`src/core/spims_pkg.sv`:
```
// shared constants and carrier types for the serial peripheral port.
// assumes one 50 MHz clock that also stands in for the divider source clock.
package spims_pkg;

    // ****************************************
    // register map (byte offsets)
    // ****************************************
    localparam logic [7:0] SPIMS_OFS_TX   = 8'h00;
    localparam logic [7:0] SPIMS_OFS_RX   = 8'h04;
    localparam logic [7:0] SPIMS_OFS_STA  = 8'h08;
    localparam logic [7:0] SPIMS_OFS_DIV  = 8'h0c;
    localparam logic [7:0] SPIMS_OFS_CON  = 8'h10;

    // ****************************************
    // field positions and reset values
    // ****************************************
    localparam int         SPIMS_STA_TXV     = 0;
    localparam int         SPIMS_STA_BUSY    = 1;
    localparam int         SPIMS_STA_RXV     = 3;
    localparam int         SPIMS_STA_OVF     = 5;
    localparam logic [7:0] SPIMS_DIV_RST     = 8'h05;
    localparam logic [7:0] SPIMS_TX_IDLE     = 8'hff;
    localparam logic [2:0] SPIMS_CD_NOMASTER = 3'h6;
    localparam logic [2:0] SPIMS_BIT_LAST    = 3'h7;
    localparam logic [3:0] SPIMS_EDGE_LAST   = 4'hf;

    // control register layout, bit 0 upward: en, master, cpol, cpha
    typedef struct packed {
        logic [3:0] rsvd;
        logic       cpha;
        logic       cpol;
        logic       master;
        logic       en;
    } spims_ctrl_t;

    localparam spims_ctrl_t SPIMS_CTRL_RST = '0;

    typedef enum logic [1:0] {
        SPIMS_IDLE = 2'b01,
        SPIMS_XFER = 2'b10
    } spims_state_t;

endpackage : spims_pkg

```
`src/core/spims_clkgen.sv`:
```
// half-period tick generator for the master serial clock.
// assumes run is held high for a whole frame and dropped after it.
`timescale 1ns/100ps
module spims_clkgen
    import spims_pkg::*;
#(
    parameter int DW = 8
) (
    input  wire logic          clk,
    input  wire logic          srst,
    input  wire logic          run,
    input  wire logic [DW-1:0] div,
    output logic               tick
);

    // ****************************************
    // half-period counter
    // ****************************************
    logic [DW-1:0] cnt_reg;
    logic [DW-1:0] cnt_next;

    // a tick every div+1 clocks gives f = fclk / (2 * (1 + div))
    assign tick = run && (cnt_reg == div);

    // counter restarts at every frame so the first half period is full
    always_comb begin
        if (!run || tick) begin
            cnt_next = '0;
        end else begin
            cnt_next = cnt_reg + {{(DW-1){1'b0}}, 1'b1};
        end
    end

    always_ff @(posedge clk) begin
        if (srst) begin
            cnt_reg <= '0;
        end else begin
            cnt_reg <= cnt_next;
        end
    end

endmodule : spims_clkgen

```
`src/core/spims_port.sv`:
```
// byte-wide full-duplex serial port, master or slave, with holding registers.
// assumes pin inputs are synchronous to REF_CLK and a slave clock below fclk/4.
// Contract
// - eight bits each way per byte, most significant bit first on both lines.
// - master transfers never start while core clock divider reads 6 or 7.
// - control bit selects master operation or slave to an external master.
// - transmit byte goes through a shift register onto MOSI or MISO.
// - status bit 0 shows transmit holding register holds unmoved data.
// - status bit 3 shows receive holding register holds unread data.
// - status bit 5 sets when received data is overwritten or discarded.
// - MISO is input as master, output as slave.
// - MOSI is output as master, input as slave.
// - one byte takes eight serial clock periods, one bit each.
// - serial clock is driven as master, taken as input as slave.
// - master clock idle level and phase follow the control register.
// - master clock frequency is fclk over two times one plus divider.
// - slave samples and shifts with programmed polarity and phase.
// - data driven on one clock edge and sampled on the other.
// - slave frame runs while chip select is low, bytes until released.
//
// Implementation choices: the placing of the registers and the plain strobed port.
`timescale 1ns/100ps
module spims_port
    import spims_pkg::*;
(
    input  wire logic       REF_CLK,
    input  wire logic       SRST,
    input  wire logic [7:0] REG_ADDR,
    input  wire logic [7:0] REG_WDATA,
    input  wire logic       REG_WR,
    input  wire logic       REG_RD,
    output logic      [7:0] REG_RDATA,
    input  wire logic [2:0] CORE_CLK_DIV,
    input  wire logic       MISO_I,
    output logic            MISO_O,
    output logic            MISO_OE,
    input  wire logic       MOSI_I,
    output logic            MOSI_O,
    output logic            MOSI_OE,
    input  wire logic       SCLK_I,
    output logic            SCLK_O,
    output logic            SCLK_OE,
    input  wire logic       CS_N_I,
    output logic            CS_N_O,
    output logic            CS_N_OE
);

    // ****************************************
    // state
    // ****************************************
    spims_state_t state_reg,     state_next;
    spims_ctrl_t  ctrl_reg,      ctrl_next;
    logic [7:0]   div_reg,       div_next;
    logic [7:0]   tx_hold_reg,   tx_hold_next;
    logic         tx_valid_reg,  tx_valid_next;
    logic [7:0]   rx_hold_reg,   rx_hold_next;
    logic         rx_valid_reg,  rx_valid_next;
    logic         ovf_reg,       ovf_next;
    logic [7:0]   tx_sh_reg,     tx_sh_next;
    logic [7:0]   rx_sh_reg,     rx_sh_next;
    logic         dout_reg,      dout_next;
    logic [2:0]   bit_cnt_reg,   bit_cnt_next;
    logic [3:0]   edge_cnt_reg,  edge_cnt_next;
    logic         byte_done_reg, byte_done_next;
    logic         sclk_reg,      sclk_next;
    logic         sclk_prev_reg, sclk_prev_next;
    logic         cs_n_reg,      cs_n_next;
    logic [7:0]   rdata_reg,     rdata_next;

    logic         tick;
    logic         is_master;
    logic         is_slave;
    logic         master_ok;
    logic         slave_lead;
    logic         slave_trail;
    logic         lead;
    logic         trail;
    logic         samp;
    logic         drv;
    logic         din;
    logic         byte_end;
    logic         load_now;
    logic [7:0]   load_byte;

    // ****************************************
    // helpers
    // ****************************************
    // first shift contents: cpha=1 drives bit 7 on the first leading edge
    function automatic logic [7:0] first_shift(input logic [7:0] b, input logic cpha);
        first_shift = cpha ? b : {b[6:0], 1'b0};
    endfunction : first_shift

    function automatic logic hit(input logic [7:0] a, input logic [7:0] ofs);
        hit = (a == ofs);
    endfunction : hit

    // ****************************************
    // master clock divider
    // ****************************************
    spims_clkgen #(
        .DW   (8)
    ) u_clkgen (
        .clk  (REF_CLK),
        .srst (SRST),
        .run  ((state_reg == SPIMS_XFER) && is_master),
        .div  (div_reg),
        .tick (tick)
    );

    // mode decode and edge strobes, common to both roles
    assign is_master   = ctrl_reg.en && ctrl_reg.master;
    assign is_slave    = ctrl_reg.en && !ctrl_reg.master;
    assign master_ok   = CORE_CLK_DIV < SPIMS_CD_NOMASTER;
    // plain edge detect on the pin is safe only while sclk is below fclk/4
    assign slave_lead  = !CS_N_I && (SCLK_I != sclk_prev_reg) && (SCLK_I != ctrl_reg.cpol);
    assign slave_trail = !CS_N_I && (SCLK_I != sclk_prev_reg) && (SCLK_I == ctrl_reg.cpol);
    assign lead        = is_master ? (tick && !edge_cnt_reg[0]) : slave_lead;
    assign trail       = is_master ? (tick && edge_cnt_reg[0]) : slave_trail;
    assign samp        = (state_reg == SPIMS_XFER) && (ctrl_reg.cpha ? trail : lead);
    assign drv         = (state_reg == SPIMS_XFER) && (ctrl_reg.cpha ? lead : trail);
    assign din         = is_master ? MISO_I : MOSI_I;
    assign byte_end    = samp && (bit_cnt_reg == SPIMS_BIT_LAST);
    assign load_byte   = tx_valid_reg ? tx_hold_reg : SPIMS_TX_IDLE;

    // ****************************************
    // next-state logic: registers, frame control, shifters
    // ****************************************
    always_comb begin
        state_next     = state_reg;
        ctrl_next      = ctrl_reg;
        div_next       = div_reg;
        tx_hold_next   = tx_hold_reg;
        tx_valid_next  = tx_valid_reg;
        rx_hold_next   = rx_hold_reg;
        rx_valid_next  = rx_valid_reg;
        ovf_next       = ovf_reg;
        tx_sh_next     = tx_sh_reg;
        rx_sh_next     = rx_sh_reg;
        dout_next      = dout_reg;
        bit_cnt_next   = bit_cnt_reg;
        edge_cnt_next  = edge_cnt_reg;
        byte_done_next = byte_done_reg;
        sclk_next      = sclk_reg;
        sclk_prev_next = SCLK_I;
        cs_n_next      = cs_n_reg;
        rdata_next     = 8'h00;
        load_now       = 1'b0;

        // software reads; clears come first so hardware sets below win
        if (REG_RD) begin
            case (1'b1)
                hit(REG_ADDR, SPIMS_OFS_TX):  rdata_next = tx_hold_reg;
                hit(REG_ADDR, SPIMS_OFS_RX): begin
                    rdata_next    = rx_hold_reg;
                    rx_valid_next = 1'b0;
                end
                hit(REG_ADDR, SPIMS_OFS_STA): begin
                    rdata_next[SPIMS_STA_TXV]  = tx_valid_reg;
                    rdata_next[SPIMS_STA_BUSY] = (state_reg == SPIMS_XFER);
                    rdata_next[SPIMS_STA_RXV]  = rx_valid_reg;
                    rdata_next[SPIMS_STA_OVF]  = ovf_reg;
                    ovf_next                   = 1'b0;
                end
                hit(REG_ADDR, SPIMS_OFS_DIV): rdata_next = div_reg;
                hit(REG_ADDR, SPIMS_OFS_CON): rdata_next = ctrl_reg;
                default:                      rdata_next = 8'h00;
            endcase
        end

        case (state_reg)
            SPIMS_IDLE: begin
                edge_cnt_next  = 4'h0;
                bit_cnt_next   = 3'h0;
                byte_done_next = 1'b0;
                sclk_next      = ctrl_reg.cpol;
                cs_n_next      = 1'b1;
                if (is_master && master_ok && tx_valid_reg && cs_n_reg) begin
                    load_now   = 1'b1;
                    cs_n_next  = 1'b0;
                    state_next = SPIMS_XFER;
                end else if (is_slave && !CS_N_I) begin
                    load_now   = 1'b1;
                    state_next = SPIMS_XFER;
                end
                if (load_now) begin
                    tx_sh_next    = first_shift(load_byte, ctrl_reg.cpha);
                    dout_next     = load_byte[7];
                    tx_valid_next = 1'b0;
                end
            end
            SPIMS_XFER: begin
                if (is_master && tick) begin
                    sclk_next     = !sclk_reg;
                    edge_cnt_next = edge_cnt_reg + 4'h1;
                end
                // sample side: msb arrives first
                if (samp) begin
                    rx_sh_next   = {rx_sh_reg[6:0], din};
                    bit_cnt_next = bit_cnt_reg + 3'h1;
                end
                if (byte_end) begin
                    rx_hold_next   = {rx_sh_reg[6:0], din};
                    rx_valid_next  = 1'b1;
                    byte_done_next = 1'b1;
                    if (rx_valid_reg && !(REG_RD && hit(REG_ADDR, SPIMS_OFS_RX))) begin
                        ovf_next = 1'b1;
                    end
                end
                // drive side: next byte is fetched on the drive edge after a byte
                if (drv && byte_done_reg && is_slave) begin
                    tx_sh_next     = {load_byte[6:0], 1'b0};
                    dout_next      = load_byte[7];
                    tx_valid_next  = 1'b0;
                    byte_done_next = 1'b0;
                end else if (drv) begin
                    dout_next  = tx_sh_reg[7];
                    tx_sh_next = {tx_sh_reg[6:0], 1'b0};
                end
                // frame end: master after sixteen edges, slave on deselect;
                // chip select outlives the last edge by one clock, so a far end
                // sampling on that edge still sees itself selected
                if (is_master && tick && (edge_cnt_reg == SPIMS_EDGE_LAST)) begin
                    cs_n_next  = 1'b0;
                    state_next = SPIMS_IDLE;
                end else if (!ctrl_reg.en || (is_slave && CS_N_I)) begin
                    if (bit_cnt_reg != 3'h0) begin
                        ovf_next = 1'b1;
                    end
                    cs_n_next  = 1'b1;
                    state_next = SPIMS_IDLE;
                end
            end
            default: begin
                state_next = SPIMS_IDLE;
            end
        endcase

        // software writes; a write beside a load keeps the new byte valid
        if (REG_WR) begin
            case (1'b1)
                hit(REG_ADDR, SPIMS_OFS_TX): begin
                    tx_hold_next  = REG_WDATA;
                    tx_valid_next = 1'b1;
                end
                hit(REG_ADDR, SPIMS_OFS_DIV): div_next  = REG_WDATA;
                hit(REG_ADDR, SPIMS_OFS_CON): ctrl_next = {4'h0, REG_WDATA[3:0]};
                default: ;
            endcase
        end
    end

    always_ff @(posedge REF_CLK) begin
        if (SRST) begin
            state_reg     <= SPIMS_IDLE;
            ctrl_reg      <= SPIMS_CTRL_RST;
            div_reg       <= SPIMS_DIV_RST;
            tx_hold_reg   <= 8'h00;
            tx_valid_reg  <= 1'b0;
            rx_hold_reg   <= 8'h00;
            rx_valid_reg  <= 1'b0;
            ovf_reg       <= 1'b0;
            tx_sh_reg     <= 8'h00;
            rx_sh_reg     <= 8'h00;
            dout_reg      <= 1'b0;
            bit_cnt_reg   <= 3'h0;
            edge_cnt_reg  <= 4'h0;
            byte_done_reg <= 1'b0;
            sclk_reg      <= 1'b0;
            sclk_prev_reg <= 1'b0;
            cs_n_reg      <= 1'b1;
            rdata_reg     <= 8'h00;
        end else begin
            state_reg     <= state_next;
            ctrl_reg      <= ctrl_next;
            div_reg       <= div_next;
            tx_hold_reg   <= tx_hold_next;
            tx_valid_reg  <= tx_valid_next;
            rx_hold_reg   <= rx_hold_next;
            rx_valid_reg  <= rx_valid_next;
            ovf_reg       <= ovf_next;
            tx_sh_reg     <= tx_sh_next;
            rx_sh_reg     <= rx_sh_next;
            dout_reg      <= dout_next;
            bit_cnt_reg   <= bit_cnt_next;
            edge_cnt_reg  <= edge_cnt_next;
            byte_done_reg <= byte_done_next;
            sclk_reg      <= sclk_next;
            sclk_prev_reg <= sclk_prev_next;
            cs_n_reg      <= cs_n_next;
            rdata_reg     <= rdata_next;
        end
    end

    // ****************************************
    // pin drivers
    // ****************************************
    // slave drives miso only while selected so other slaves can share the line
    assign REG_RDATA = rdata_reg;
    assign MOSI_O    = dout_reg;
    assign MISO_O    = dout_reg;
    assign MOSI_OE   = is_master;
    assign MISO_OE   = is_slave && !CS_N_I;
    assign SCLK_O    = sclk_reg;
    assign SCLK_OE   = is_master;
    assign CS_N_O    = cs_n_reg;
    assign CS_N_OE   = is_master;

    // ****************************************
    // checks
    // ****************************************
    property p_no_master_start;
        @(posedge REF_CLK) disable iff (SRST)
        (state_reg == SPIMS_IDLE && is_master && !master_ok) |=> state_reg == SPIMS_IDLE;
    endproperty
    a_no_master_start: assert property (p_no_master_start)
        else $error("master start at cd 6/7");

    property p_tx_valid_set;
        @(posedge REF_CLK) disable iff (SRST)
        (REG_WR && REG_ADDR == SPIMS_OFS_TX) |=> tx_valid_reg && tx_hold_reg == $past(REG_WDATA);
    endproperty
    a_tx_valid_set: assert property (p_tx_valid_set)
        else $error("tx write not held valid");

    // a finished byte always lands as valid, even beside a receive read
    property p_rx_valid_set;
        @(posedge REF_CLK) disable iff (SRST)
        byte_end |=> rx_valid_reg;
    endproperty
    a_rx_valid_set: assert property (p_rx_valid_set)
        else $error("rx byte not flagged");

    property p_overflow;
        @(posedge REF_CLK) disable iff (SRST)
        (byte_end && rx_valid_reg && !REG_RD) |=> ovf_reg;
    endproperty
    a_overflow: assert property (p_overflow)
        else $error("overwrite without overflow");

    property p_miso_dir;
        @(posedge REF_CLK) disable iff (SRST)
        is_master |-> !MISO_OE;
    endproperty
    a_miso_dir: assert property (p_miso_dir)
        else $error("miso driven as master");

    property p_mosi_dir;
        @(posedge REF_CLK) disable iff (SRST)
        is_slave |-> !MOSI_OE && !SCLK_OE && !CS_N_OE;
    endproperty
    a_mosi_dir: assert property (p_mosi_dir)
        else $error("slave drives master pins");

    property p_idle_pol;
        @(posedge REF_CLK) disable iff (SRST)
        (state_reg == SPIMS_IDLE && $past(state_reg) == SPIMS_IDLE && $stable(ctrl_reg))
            |-> SCLK_O == ctrl_reg.cpol;
    endproperty
    a_idle_pol: assert property (p_idle_pol)
        else $error("idle clock level wrong");

    property p_cs_frame;
        @(posedge REF_CLK) disable iff (SRST)
        (state_reg == SPIMS_XFER && is_master) |-> !CS_N_O;
    endproperty
    a_cs_frame: assert property (p_cs_frame)
        else $error("cs released mid byte");

    property p_msb_first;
        @(posedge REF_CLK) disable iff (SRST)
        (state_reg == SPIMS_IDLE && is_master && master_ok && tx_valid_reg && cs_n_reg && !REG_WR)
            |=> MOSI_O == $past(tx_hold_reg[7]) && !CS_N_O;
    endproperty
    a_msb_first: assert property (p_msb_first)
        else $error("first bit is not msb");

endmodule : spims_port

```
`config.mk`:
```
export PLATFORM = sky130hd
export DESIGN_NAME = spims_port
export DESIGN_NICKNAME = d
export VERILOG_FILES = /design/src/core/spims_pkg.sv /design/src/core/spims_clkgen.sv /design/src/core/spims_port.sv
export SDC_FILE = /design/constraint.sdc
export NUM_CORES = 1
export LEC_CHECK = 0
export BUFFER_PORTS_ARGS = -buffer_cell sky130_fd_sc_hd__buf_2
export CORE_MARGIN = 3
export CORE_UTILIZATION = 50
export DETAILED_ROUTE_END_ITERATION = 16
export GPL_ROUTABILITY_DRIVEN = 0
export HOLD_SLACK_MARGIN = 0.03
export PLACE_DENSITY = 0.73
export SETUP_SLACK_MARGIN = 0.15
export SYNTH_ARGS = -nofsm -noshare
export SYNTH_HDL_FRONTEND = slang
export SYNTH_SLANG_ARGS = --single-unit
```
`constraint.sdc`:
```
create_clock -name REF_CLK -period 2.2 [get_ports REF_CLK]
set_input_delay 0.11 -clock REF_CLK [delete_from_list [all_inputs] [get_ports REF_CLK]]
set_output_delay 0.11 -clock REF_CLK [all_outputs]
set_load 0.02 [all_outputs]
```
# Word-level counts from Yosys, hierarchy flattened
# Index checks and enable logic that the tools add are counted.
# op_classes
addsub,3
n_lt_le_gt_ge,1
eq_ne,19
muxes,83
n_bitwise,3
n_reduce_logical,48
# ops
operator,count
1-bit 2-to-1 mux,54
8-bit 2-to-1 mux,5
2-bit 2-to-1 mux,13
1-bit logical AND,23
8-bit by 4-bit == test with 1-bit output (second input constant),2
8-bit one-hot mux with 2 select lines,1
2-bit AND reduction,8
1-bit one-hot mux with 2 select lines,5
8-bit by 1-bit adder with 8-bit output (second input constant),1
8-bit by 3-bit == test with 1-bit output (second input constant),1
8-bit by 5-bit == test with 1-bit output (second input constant),1
8-bit == test,1
8-bit zero test,1
4-bit one-hot mux with 2 select lines,1
1-bit zero test,7
3-bit by 2-bit != test with 1-bit output (second input constant),2
3-bit one-hot mux with 2 select lines,1
3-bit AND reduction,2
4-bit by 1-bit adder with 4-bit output (second input constant),1
4-bit == test (second input constant),1
4-bit 2-to-1 mux,1
2-bit != test (second input constant),2
2-bit one-hot mux with 2 select lines,1
4-bit AND reduction,1
other kinds (16),21
# totals
regBits,76
in_bits,27
out_inout_bits,16

# Depth between registers and ports, before layout
# Gate-level depths: netlist (run 1).
# logic_depth
word_depth,13
depth_mapped,10
mapped_depth_nobuf,8

# Modules after synthesis
# Synthesis (run 1) repeated with hierarchy kept, for this count alone.
# hier_totals
hier_cells,464
area_unflattened_um2,3942.5
# by_module_without_submodules
mod,n_inst,cells_each,area_per_inst_um2,seq_area_each_um2
spims_port,1,417,3465.8,1361.3
spims_clkgen,1,47,476.7,160.2

# Worst setup path after synthesis (run 1)
# Ideal clock, no wire load.
# synth_timing
path_type,reg-to-reg
startpoint,register state_reg[0]
endpoint,register tx_sh_reg[1]
setup_time_ps,88
arrival_time_ps,2072
t_required_ps,2112
setup_slack_ps,40
path_stages_with_launch,11
n_path_buf,2
synth_period_minus_slack_ps,2160
path_cell_list,dfxtp_1 inv_1 ha_1 clkbuf_1 nand3_1 or3_1 a32o_2 a21oi_2 nand2b_1 buf_6 o32ai_2
# synth_between
elab_chain_len,11
# synth_rtl
element,line_no,rtl
"start, declared",spims_port.sv:51,"spims_state_t state_reg, state_next;"
"start signal, assigned",spims_port.sv:273,state_reg <= state_next;
2-bit == test,"spims_port.sv:105, spims_port.sv:120, spims_port.sv:170",
1-bit logical AND,spims_port.sv:105,".run ((state_reg == SPIMS_XFER) && is_master),"
1-bit logical AND,spims_clkgen.sv:23,assign tick = run && (cnt_reg == div);
"1-bit logical AND, on equally long branches","spims_port.sv:118, spims_port.sv:117",
"1-bit 2-to-1 mux, on equally long branches","spims_port.sv:118, spims_port.sv:117",
1-bit 2-to-1 mux,spims_port.sv:120,assign drv = (state_reg == SPIMS_XFER) && (ctrl_reg.cpha ? lead : trail);
1-bit logical AND,spims_port.sv:120,
1-bit logical AND (2 in a row),spims_port.sv:210,if (drv && byte_done_reg && is_slave) begin
3-bit by 2-bit != test with 1-bit output (no line) / 8-bit 2-to-1 mux (equally long branches),--,
3-bit AND reduction (no line) / 8-bit one-hot mux with 2 select lines (equally long branches),--,
"end signal, assigned",spims_port.sv:281,tx_sh_reg <= tx_sh_next;
"end, declared",spims_port.sv:59,"logic [7:0] tx_sh_reg, tx_sh_next;"
# Parallel ways exist; a longest one is shown, timed or not.
# A chain may end at the register's enable or synchronous reset.

# Final worst setup path (run 1)
# layout_timing
startpoint,register div_reg[0]
endpoint,register tx_sh_reg[7]
# layout_between
elab_chain_len,10
# layout_rtl
element,line_no,rtl
"start, declared",spims_port.sv:53,"logic [7:0] div_reg, div_next;"
"start signal, assigned",spims_port.sv:275,div_reg <= div_next;
8-bit == test *,spims_clkgen.sv:23,
1-bit logical AND *,spims_clkgen.sv:23,
"1-bit logical AND, on equally long branches","spims_port.sv:118, spims_port.sv:117",
"1-bit 2-to-1 mux, on equally long branches","spims_port.sv:118, spims_port.sv:117",
1-bit 2-to-1 mux *,spims_port.sv:120,
1-bit logical AND *,spims_port.sv:120,
1-bit logical AND (2 in a row),spims_port.sv:210,
3-bit by 2-bit != test with 1-bit output (no line) / 8-bit 2-to-1 mux (equally long branches),--,
3-bit AND reduction (no line) / 8-bit one-hot mux with 2 select lines (equally long branches),--,
# Every way passes the cells marked *; elsewhere a longest branch is shown, timed or not.

==> impl_metrics.env, run 1 <==
export IMPL_antennaDiodeCount=0
export IMPL_slew_headroom=0.601
export IMPL_synth_distinct_cells=53
export IMPL_ir_drop_v=0.000469
export IMPL_r2r_end="tx_sh_reg[7]$_SDFFE_PP0P_"
export IMPL_synthTopCellsByArea="sky130_fd_sc_hd__dfxtp_1, sky130_fd_sc_hd__mux2i_1, sky130_fd_sc_hd__nand2_1, sky130_fd_sc_hd__nor2_1, sky130_fd_sc_hd__a21oi_1"
export IMPL_max_freq_mhz=452
export IMPL_timing_hold_worst_path_depth=4
export IMPL_worst_setup_path_end_kind="flip-flop"
export IMPL_p_int_mw=2.21
export IMPL_r2r_cells=8
export IMPL_grt_usage=0.230
export IMPL_h_tree_depth=3
export IMPL_final_nets=546
export IMPL_clk_sink_count=76
export IMPL_worst_pin_slew_ns=0.593
export IMPL_power_switching_fraction=0.290
export IMPL_fin_crit_sh=1.00
export IMPL_postSynthAreaPerCell_um2=8.53
export IMPL_route_detailed_wl_per_inst_um=16.1
export IMPL_power_mw=3.11
export IMPL_sequential_group_share_of_total_power=0.471
export IMPL_critical_path_startpoint_category="flip-flop"
export IMPL_synth_edf_count=0
export IMPL_synth_yosys_warnings=0
export IMPL_initial_core_util=0.530
export IMPL_yosysTopAreaCellShare=0.409
export IMPL_path_class_of_the_lowest_slack_min_delay_path="in2reg"
export IMPL_power_density_nw_per_um2=657
export IMPL_yosys_register_bits=76
export IMPL_finish_cell_count_without_fillers=613
export IMPL_grt_overflow=0
export IMPL_detail_route_drc_violations=0
export IMPL_drtAntennaViolNets=0
export IMPL_core_rowCount=30
export IMPL_finalCriticalPeriod_ns=2.21
export IMPL_rsz0062_at_grt="true"
export IMPL_synthTopCellsByCount="sky130_fd_sc_hd__dfxtp_1, sky130_fd_sc_hd__nand2_1, sky130_fd_sc_hd__nor2_1"
export IMPL_yosys_area_share_adder=0.0236
export IMPL_worst_ep_arrival_time_ns=2.49
export IMPL_synth_top_flop_cell="sky130_fd_sc_hd__dfxtp_1"
export IMPL_combinational_family_with_the_most_area_after_synthesis="simple AND/OR/NAND/NOR gates"
export IMPL_area_growth_synth_to_final_pct=27.5
export IMPL_via_count_of_the_first_global_routing_pass=3263
export IMPL_die_width_um=92.2
export IMPL_drive_above_1_share=0.290
export IMPL_die_area_um2=8510
export IMPL_worstSetupPathType="reg2reg"
export IMPL_die_height_um=92.2
export IMPL_async_reset_ff_frac=0
export IMPL_reg2reg_setup_slack_ns=-0.01
export IMPL_dp_cells=581
export IMPL_synthMuxAreaShare=0.0676
export IMPL_final_max_slew_violation_count=0
export IMPL_crit_required_ns=2.48
export IMPL_post_route_worst_setup_slack_ns=-0.0103
export IMPL_vias_per_cell=5.64
export IMPL_drt_wl_total_um=9850
export IMPL_nFillCells=566
export IMPL_first_iter_violations=260
export IMPL_grt_antenna_before_repair=0
export IMPL_synthSimpleGateAreaFrac=0.244
export IMPL_clock_path_buffers=2
export IMPL_synth_top_area_cell="sky130_fd_sc_hd__dfxtp_1"
export IMPL_cts_tree="yes"
export IMPL_status="finished with violations"
export IMPL_hold_path_end="rx_valid_reg$_SDFF_PP0_"
export IMPL_combPwrFrac=0.177
export IMPL_synth_xor_area_frac=0.0377
export IMPL_min_delay_start="REG_RD"
export IMPL_pwr_share_clk=0.352
export IMPL_via_count=3457
export IMPL_design_core_area_um2=7020
export IMPL_syn_nets=470
export IMPL_power_net_switching_mw=0.902
export IMPL_clk_insertion_delay_late_ns=0.37
export IMPL_post_synth_inst_count=436
export IMPL_cp_max_fo=8
export IMPL_synth_compound_gate_area_share=0.160
export IMPL_yosys_cell_count_top_type="sky130_fd_sc_hd__dfxtp_1"
export IMPL_failed_checks="setup timing"
export IMPL_pin_count_of_the_biggest_net_entering_global_routing=35
export IMPL_worst_setup_hold_path_clk_slew_ns=0.08
export IMPL_cts_buffers=9
export IMPL_detailed_place_hpwl_um=6890
export IMPL_cts_root_buffer_cell="sky130_fd_sc_hd__clkbuf_8"
export IMPL_design_portCount=43
export IMPL_reg2reg_from="div_reg[0]$_SDFFE_PP1P_"
export IMPL_drv_max_cap_violation_count=0
export IMPL_netlist_area_before_placement_um2=3720
export IMPL_worst_clock_skew_ns=0.00753
export IMPL_drtPass1Iterations=6
export IMPL_global_route_wire_length_before_repair_um=15400
export IMPL_port_buffers=41
export IMPL_synth_seq_area_share=0.409
export IMPL_final_hold_violation_count=0
export IMPL_power_leakage_nw=1.85
export IMPL_final_setup_viol_count=5
-- how the worst max path moves through the flow --
stage / start / endpoint / slack (ns) / cells after the start
global placement: div_reg[4]$_SDFFE_PP0P_ / tx_sh_reg[5]$_SDFFE_PP0P_ / 0.02 / 8
detailed placement: div_reg[4]$_SDFFE_PP0P_ / tx_valid_reg$_SDFF_PP0_ / -0.06 / 7
CTS: u_clkgen.cnt_reg[4]$_SDFF_PP0_ / tx_sh_reg[3]$_SDFFE_PP0P_ / 0.02 / 8
global route: div_reg[0]$_SDFFE_PP1P_ / tx_sh_reg[7]$_SDFFE_PP0P_ / -0.11 / 8
finish: div_reg[0]$_SDFFE_PP1P_ / tx_sh_reg[7]$_SDFFE_PP0P_ / -0.01 / 8
floorplan: u_clkgen.cnt_reg[1]$_SDFF_PP0_ / tx_sh_reg[1]$_SDFFE_PP0P_ / 0.15 / 8
-- stage by stage --
stage	instance area [um2]	setup WS [ns]	hold WS (ns)	util	setup TNS, ns
floorplan	3720	0.153	0.238	-	0
global placement	4190	0.0193	0.371	0.597	0
detailed placement	4190	-0.0616	0.377	0.597	-0.132
CTS	4540	0.0168	0.0811	0.647	0
global route	4740	-0.106	0.123	0.676	-0.495
finish	4740	-0.0103	0.0968	0.676	-0.0234
-- kinds of logic after synthesis --
| logic type | after synthesis |
|---|---|
| simple gates | 186 |
| compound gates | 78 |
| flops | 76 |
| buf+inv | 48 |
| mux | 25 |
| xor+xnor | 16 |
| fa+ha+maj | 7 |
-- critical path, stage by stage, from the launching register on --
cell,delay (ns)
sky130_fd_sc_hd__dfxtp_2,0.34
sky130_fd_sc_hd__xnor2_1,0.15
sky130_fd_sc_hd__nand4_1,0.22
sky130_fd_sc_hd__or3_4,0.46
sky130_fd_sc_hd__a32o_2,0.33
sky130_fd_sc_hd__a21oi_2,0.15
sky130_fd_sc_hd__nand2b_1,0.09
sky130_fd_sc_hd__buf_6,0.15
sky130_fd_sc_hd__o32ai_2,0.24
-- power by group through the flow --
| stage | logic, mW | registers (mW) | clock network, mW |
|---|---|---|---|
| 2_1_floorplan | 0.351 | 1.50 | 0 |
| 3_3_place_gp | 0.468 | 1.50 | 0 |
| 3_5_place_dp | 0.478 | 1.50 | 0 |
| 4_1_cts | 0.497 | 1.47 | 1.11 |
| 5_1_grt | 0.600 | 1.47 | 1.16 |
| 6_report | 0.551 | 1.47 | 1.10 |
-- final cells by class --
class,count,area (um2),area share
inverters,20,75.1,0.0158
flip-flops and latches,76,1540,0.324
multi-input cells,312,2120,0.447
clock inverters,7,76.3,0.0161
clock buffers,9,124,0.0261
well taps,96,120,0.0253
repair buffers,93,691,0.146
-- per-layer routing --
layer / vias to the layer above / part of all wire / track usage
met5: - / 0 / 0
li1: 1683 / - / -
met4: 0 / 0.021 / 0.0990
met3: 19 / 0.063 / 0.0550
met2: 128 / 0.48 / 0.364
met1: 1627 / 0.43 / 0.298
-- cells in the final DEF (no fill, tap or decap), types with 10 or more instances in the layout --
cell                      synthesis  final
sky130_fd_sc_hd__dfxtp_1         76     63
sky130_fd_sc_hd__nor2_1          41     41
sky130_fd_sc_hd__xnor2_1         11     10
sky130_fd_sc_hd__buf_2            3     41
sky130_fd_sc_hd__nand2_1         58     56
sky130_fd_sc_hd__a21oi_1         30     29
sky130_fd_sc_hd__buf_4            3     33
sky130_fd_sc_hd__dfxtp_2          0     13
sky130_fd_sc_hd__mux2i_1         24     17
sky130_fd_sc_hd__inv_1           20     20
sky130_fd_sc_hd__nand3_1         25     23
-- repair_timing --
item,CTS,global route
endpoints found under the setup margin,29,34
pin swaps,12,12
endpoints found under the hold margin,14,0
hold buffers,9,0
resized for setup,11,36
setup buffers,2,4
cloned,0,1
Note: power is estimated with default switching activity, not from simulation.
==> inputs of run 2 (changes only) <==
CORE_ASPECT_RATIO = 0.75   (was default)
==> impl_metrics.env, run 2 (synthesis results as in run 1) <==
export IMPL_cell_breakdown_of_the_critical_path="xnor2_1 -> nand4_1 -> or3_4 -> a32o_2 -> nor2_4 -> buf_12 -> mux2i_2 -> o32ai_2"
export IMPL_worst_ep_arrival_time_ns=2.46
export IMPL_path_class_of_the_lowest_slack_min_delay_path="in2reg"
export IMPL_global_route_wire_length_before_repair_um=16200
export IMPL_drive_above_1_share=0.289
export IMPL_via_count=3454
export IMPL_final_setup_viol_count=3
export IMPL_final_hold_violation_count=0
export IMPL_clk_sink_count=76
export IMPL_initial_core_util=0.529
export IMPL_finalCriticalPeriod_ns=2.23
export IMPL_drtPass1Iterations=8
export IMPL_drv_max_cap_violation_count=0
export IMPL_via_count_of_the_first_global_routing_pass=3249
export IMPL_grt_overflow=0
export IMPL_status="finished with violations"
export IMPL_final_nets=537
export IMPL_area_growth_synth_to_final_pct=25.2
export IMPL_worst_clock_skew_ns=0.00690
export IMPL_first_iter_violations=372
export IMPL_die_width_um=106
export IMPL_vias_per_cell=5.70
export IMPL_h_tree_depth=3
export IMPL_critical_path_startpoint="div_reg[1]$_SDFFE_PP0P_"
export IMPL_detail_route_drc_violations=0
export IMPL_worst_setup_path_end="tx_sh_reg[4]$_SDFFE_PP0P_"
export IMPL_rsz0062_at_grt="true"
export IMPL_route_detailed_wl_per_inst_um=16.6
export IMPL_power_mw=3.20
export IMPL_pwr_share_clk=0.364
export IMPL_globalRouteMet2Util=0.395
export IMPL_power_switching_fraction=0.273
export IMPL_failed_checks="setup timing"
export IMPL_post_route_worst_setup_slack_ns=-0.0252
export IMPL_worstSetupPathType="reg2reg"
export IMPL_reg2reg_setup_slack_ns=-0.03
export IMPL_r2r_end="tx_sh_reg[4]$_SDFFE_PP0P_"
export IMPL_cts_buffers=9
export IMPL_p_int_mw=2.33
export IMPL_detailed_place_hpwl_um=7110
export IMPL_max_freq_mhz=449
export IMPL_cts_root_buffer_cell="sky130_fd_sc_hd__clkbuf_8"
export IMPL_clk_insertion_delay_late_ns=0.36
export IMPL_worst_setup_path_end_kind="flip-flop"
export IMPL_gr_usage_met3=0.0554
export IMPL_design_portCount=43
export IMPL_worst_pin_slew_ns=0.593
export IMPL_finish_cell_count_without_fillers=606
export IMPL_design_core_area_um2=7030
export IMPL_pin_count_of_the_biggest_net_entering_global_routing=26
export IMPL_utilization=0.663
export IMPL_r2r_cells=8
export IMPL_clock_path_buffers=2
export IMPL_worst_setup_hold_path_clk_slew_ns=0.08
export IMPL_grt_usage=0.243
export IMPL_grt_antenna_before_repair=0
export IMPL_sequential_group_share_of_total_power=0.459
export IMPL_reg2reg_from="div_reg[1]$_SDFFE_PP0P_"
export IMPL_m1_gr_usage=0.325
export IMPL_timing_critical_path_slowest_cell_delay_ns=0.40
export IMPL_die_height_um=80.7
export IMPL_ir_drop_v=0.000405
export IMPL_port_buffers=41
export IMPL_cp_max_fo=7
export IMPL_drtAntennaViolNets=0
export IMPL_slew_headroom=0.601
export IMPL_power_leakage_nw=1.81
export IMPL_critical_path_startpoint_category="flip-flop"
export IMPL_combPwrFrac=0.177
export IMPL_power_net_switching_mw=0.876
export IMPL_crit_path_top_delay_cell="sky130_fd_sc_hd__or3_4"
export IMPL_dp_cells=577
export IMPL_fin_setup_tns_ns=-0.0346
export IMPL_fin_crit_sh=1.01
export IMPL_grt_most_used_layer="met2"
export IMPL_crit_required_ns=2.43
export IMPL_final_max_slew_violation_count=0
export IMPL_die_area_um2=8520
export IMPL_power_density_nw_per_um2=688
export IMPL_core_rowCount=26
export IMPL_cts_tree="yes"
export IMPL_min_delay_start="REG_WDATA[1]"
export IMPL_timing_hold_worst_path_depth=3
export IMPL_most_common_cell_after_layout_fill_and_taps_aside="sky130_fd_sc_hd__dfxtp_1"
export IMPL_antennaDiodeCount=0
export IMPL_drt_wl_total_um=10100
export IMPL_final_cell_mix="sky130_fd_sc_hd__dfxtp_1, sky130_fd_sc_hd__nand2_1, sky130_fd_sc_hd__nor2_1, sky130_fd_sc_hd__buf_2, sky130_fd_sc_hd__buf_4"
[run 2: cell count changes in the layout (fill, tap and decap cells not counted), sizes merged]
| cell | previous run | this run |
|---|---|---|
| clkinv | 3 | 2 |
| inv | 21 | 20 |
| buf | 83 | 78 |
| bufinv | 1 | 2 |
| dlygate4sd3 | 9 | 6 |
[run 2: cell type report]
class	count	area [um2]
fill	571	2370
timing repair buffer	84	587
multi-input combinational	312	2120
inverter	20	75.1
tap	98	123
clock buffer	10	128
sequential	76	1540
clock inverter	6	88.8
[run 2: through the flow]
step | worst slack, ns | hold slack [ns] | area, um2
after global placement | 0.00645 | 0.374 | 4150
after floorplan | 0.153 | 0.238 | 3720
after detailed placement | -0.0582 | 0.381 | 4150
final | -0.0252 | 0.0408 | 4660
after CTS | 0.0536 | 0.0305 | 4540
after global routing | -0.0853 | 0.0387 | 4660
[run 2: worst min path at each step]
stage                                  endpoint  slack [ns]
floorplan              sclk_prev_reg$_SDFF_PP0_        0.24
global placement    tx_hold_reg[4]$_SDFFE_PP0P_        0.37
detailed placement  tx_hold_reg[6]$_SDFFE_PP0P_        0.38
CTS                 tx_hold_reg[1]$_SDFFE_PP0P_        0.03
global route           ctrl_reg[2]$_SDFFE_PP0P_        0.04
finish              tx_hold_reg[1]$_SDFFE_PP0P_        0.04
[run 2: what timing repair did]
action	4_1_cts	5_1_grt
cloned	0	0
hold buffers	6	0
gates resized for setup	23	20
endpoints found under the hold margin	8	0
pin swaps	14	12
setup buffers	3	4
setup endpoints to repair	14	33
[run 2: metal layers]
metal | routed length [um] | up-vias
met5 | 0 | -
met4 | 80 | 0
met3 | 754 | 9
met2 | 4530 | 169
met1 | 4700 | 1622
li1 | - | 1654
[run 2: critical path: cells and delay by family (launching register included)]
kind                   cells  cell delay (ns)
buffers and inverters      1             0.14
multiplexers               1             0.24
XOR/XNOR                   1             0.16
AO/OA/AOI/OAI              2             0.44
AND/OR/NAND/NOR            3             0.78
flip-flops                 1             0.33
[run 2: power by group through the flow]
stage / combinational, mW / sequential [mW] / clock (mW)
5_1_grt: 0.607 / 1.48 / 1.26
4_1_cts: 0.519 / 1.47 / 1.18
3_3_place_gp: 0.468 / 1.50 / 0
3_5_place_dp: 0.487 / 1.50 / 0
2_1_floorplan: 0.351 / 1.50 / 0
6_report: 0.566 / 1.47 / 1.17
==> inputs of run 3 (changes only) <==
CORE_MARGIN = default   (was 3)
==> impl_metrics.env, run 3 (synthesis results as in run 1) <==
export IMPL_status="finished with violations"
export IMPL_failed_checks="setup timing"
export IMPL_final_cell_mix="sky130_fd_sc_hd__dfxtp_1, sky130_fd_sc_hd__nand2_1, sky130_fd_sc_hd__buf_2"
export IMPL_combPwrFrac=0.188
export IMPL_drt_wl_total_um=9870
export IMPL_final_hold_violation_count=0
export IMPL_via_count_of_the_first_global_routing_pass=3177
export IMPL_port_buffers=41
export IMPL_hold_ws_ns=0.0448
export IMPL_ir_drop_v=0.000453
export IMPL_timing_critical_path_slowest_cell_delay_ns=0.47
export IMPL_p_int_mw=2.24
export IMPL_power_net_switching_mw=0.852
export IMPL_path_class_of_the_lowest_slack_min_delay_path="in2reg"
export IMPL_drtPass1Iterations=5
export IMPL_fin_crit_sh=1.08
export IMPL_clk_insertion_delay_late_ns=0.34
export IMPL_die_width_um=102
export IMPL_fin_setup_tns_ns=-1.06
export IMPL_final_max_slew_violation_count=0
export IMPL_worst_ep_arrival_time_ns=2.61
export IMPL_drtAntennaViolNets=0
export IMPL_first_iter_violations=328
export IMPL_max_freq_mhz=421
export IMPL_most_common_cell_after_layout_fill_and_taps_aside="sky130_fd_sc_hd__dfxtp_1"
export IMPL_sequential_group_share_of_total_power=0.473
export IMPL_final_setup_viol_count=12
export IMPL_global_route_wire_length_before_repair_um=15900
export IMPL_clk_sink_count=76
export IMPL_slew_headroom=0.637
export IMPL_die_area_um2=7790
export IMPL_clock_path_buffers=2
export IMPL_finalCriticalPeriod_ns=2.37
export IMPL_pwr_share_clk=0.339
export IMPL_rsz0062_at_grt="true"
export IMPL_design_core_area_um2=6990
export IMPL_worst_pin_slew_ns=0.540
export IMPL_area_growth_synth_to_final_pct=24.6
export IMPL_drv_max_cap_violation_count=0
export IMPL_initial_core_util=0.532
export IMPL_antennaDiodeCount=0
export IMPL_drive_above_1_share=0.277
export IMPL_core_rowCount=26
export IMPL_worst_setup_path_end_kind="flip-flop"
export IMPL_grt_usage=0.267
export IMPL_worst_setup_hold_path_clk_slew_ns=0.07
export IMPL_crit_path_top_delay_cell="sky130_fd_sc_hd__or3_4"
export IMPL_power_mw=3.09
export IMPL_die_height_um=76.7
export IMPL_detail_route_drc_violations=0
export IMPL_cp_max_fo=8
export IMPL_power_leakage_nw=1.84
export IMPL_power_density_nw_per_um2=668
export IMPL_critical_path_startpoint_category="flip-flop"
export IMPL_preCtsSetupSlack_ns=-0.0510
export IMPL_grt_antenna_before_repair=0
export IMPL_power_switching_fraction=0.275
export IMPL_vias_per_cell=5.73
export IMPL_final_nets=535
export IMPL_layout_cell_area_non_filler_um2=4630
export IMPL_crit_required_ns=2.44
export IMPL_placed_area_um2=4140
export IMPL_cts_buffers=9
export IMPL_pin_count_of_the_biggest_net_entering_global_routing=39
export IMPL_detailed_place_hpwl_um=6810
export IMPL_cts_tree="yes"
export IMPL_nFillCells=576
export IMPL_cts_root_buffer_cell="sky130_fd_sc_hd__clkbuf_8"
export IMPL_post_route_worst_setup_slack_ns=-0.173
export IMPL_route_detailed_wl_per_inst_um=16.4
export IMPL_h_tree_depth=3
export IMPL_design_portCount=43
export IMPL_cell_breakdown_of_the_critical_path="xnor2_2 -> nand4_1 -> or3_4 -> a32o_2 -> a21oi_2 -> nand2b_1 -> buf_6 -> o32ai_2"
export IMPL_via_count=3458
export IMPL_reg2reg_setup_slack_ns=-0.17
export IMPL_worst_clock_skew_ns=0.00464
export IMPL_worstSetupPathType="reg2reg"
export IMPL_grt_overflow=0
run 3: cell types whose count changed in the layout (fill, tap and decap cells not counted), sizes merged:
cell	change
buf	-2
bufinv	-1
clkbuf	+1
clkinv	-1
run 3: layout make-up:
cell class	instances	area [um2]	area share
tap	98	123	0.0265
timing repair buffer	82	579	0.125
multi-input combinational	312	2130	0.459
clock buffer	11	141	0.0305
clock inverter	4	50.0	0.0108
sequential	76	1540	0.332
inverter	20	75.1	0.0162
run 3: metal layers:
metal | global-route usage | wire [um]
met5 | 0 | 0
met4 | 0.0797 | 157
met3 | 0.0775 | 1010
met2 | 0.401 | 4340
met1 | 0.367 | 4360
run 3: critical path: cells and delay by family (launching register included):
kind,cells,cell delay [ns]
buffers and inverters,1,0.16
xor gates and xnor gates,1,0.16
AOI/OAI and AO/OA,3,0.77
and+or+nand+nor,3,0.84
DFF,1,0.34
run 3: power groups by stage:
stage          combinational (mW)  sequential, mW  clock, mW
2_1_floorplan               0.351            1.50          0
3_3_place_gp                0.479            1.49          0
3_5_place_dp                0.489            1.50          0
4_1_cts                     0.527            1.46       1.06
5_1_grt                     0.628            1.47       1.14
6_report                    0.583            1.46       1.05
run 3: stage by stage:
stage | util | cells
finish | 0.662 | 603
global route | 0.662 | 603
detailed placement | 0.592 | 576
global placement | 0.592 | 576
CTS | 0.641 | 600
floorplan | - | 436
run 3: path summary, 6_finish.rpt:
| kind | from | endpoint | cells after the start |
|---|---|---|---|
| min | REG_WDATA[0] | tx_hold_reg[0]$_SDFFE_PP0P_ | 3 |
| max | div_reg[5]$_SDFFE_PP0P_ | tx_sh_reg[3]$_SDFFE_PP0P_ | 8 |
| max reg2reg | div_reg[5]$_SDFFE_PP0P_ | tx_sh_reg[3]$_SDFFE_PP0P_ | 8 |
| min reg2reg | tx_sh_reg[7]$_SDFFE_PP0P_ | tx_sh_reg[7]$_SDFFE_PP0P_ | 2 |
run 3: timing repair:
item | 4_1_cts | 5_1_grt
setup endpoints to repair | 22 | 35
hold endpoints to repair | 7 | 0
gates resized for setup | 17 | 27
pin swaps | 15 | 14
buffers inserted | 3 | 3
hold buffers | 6 | 0
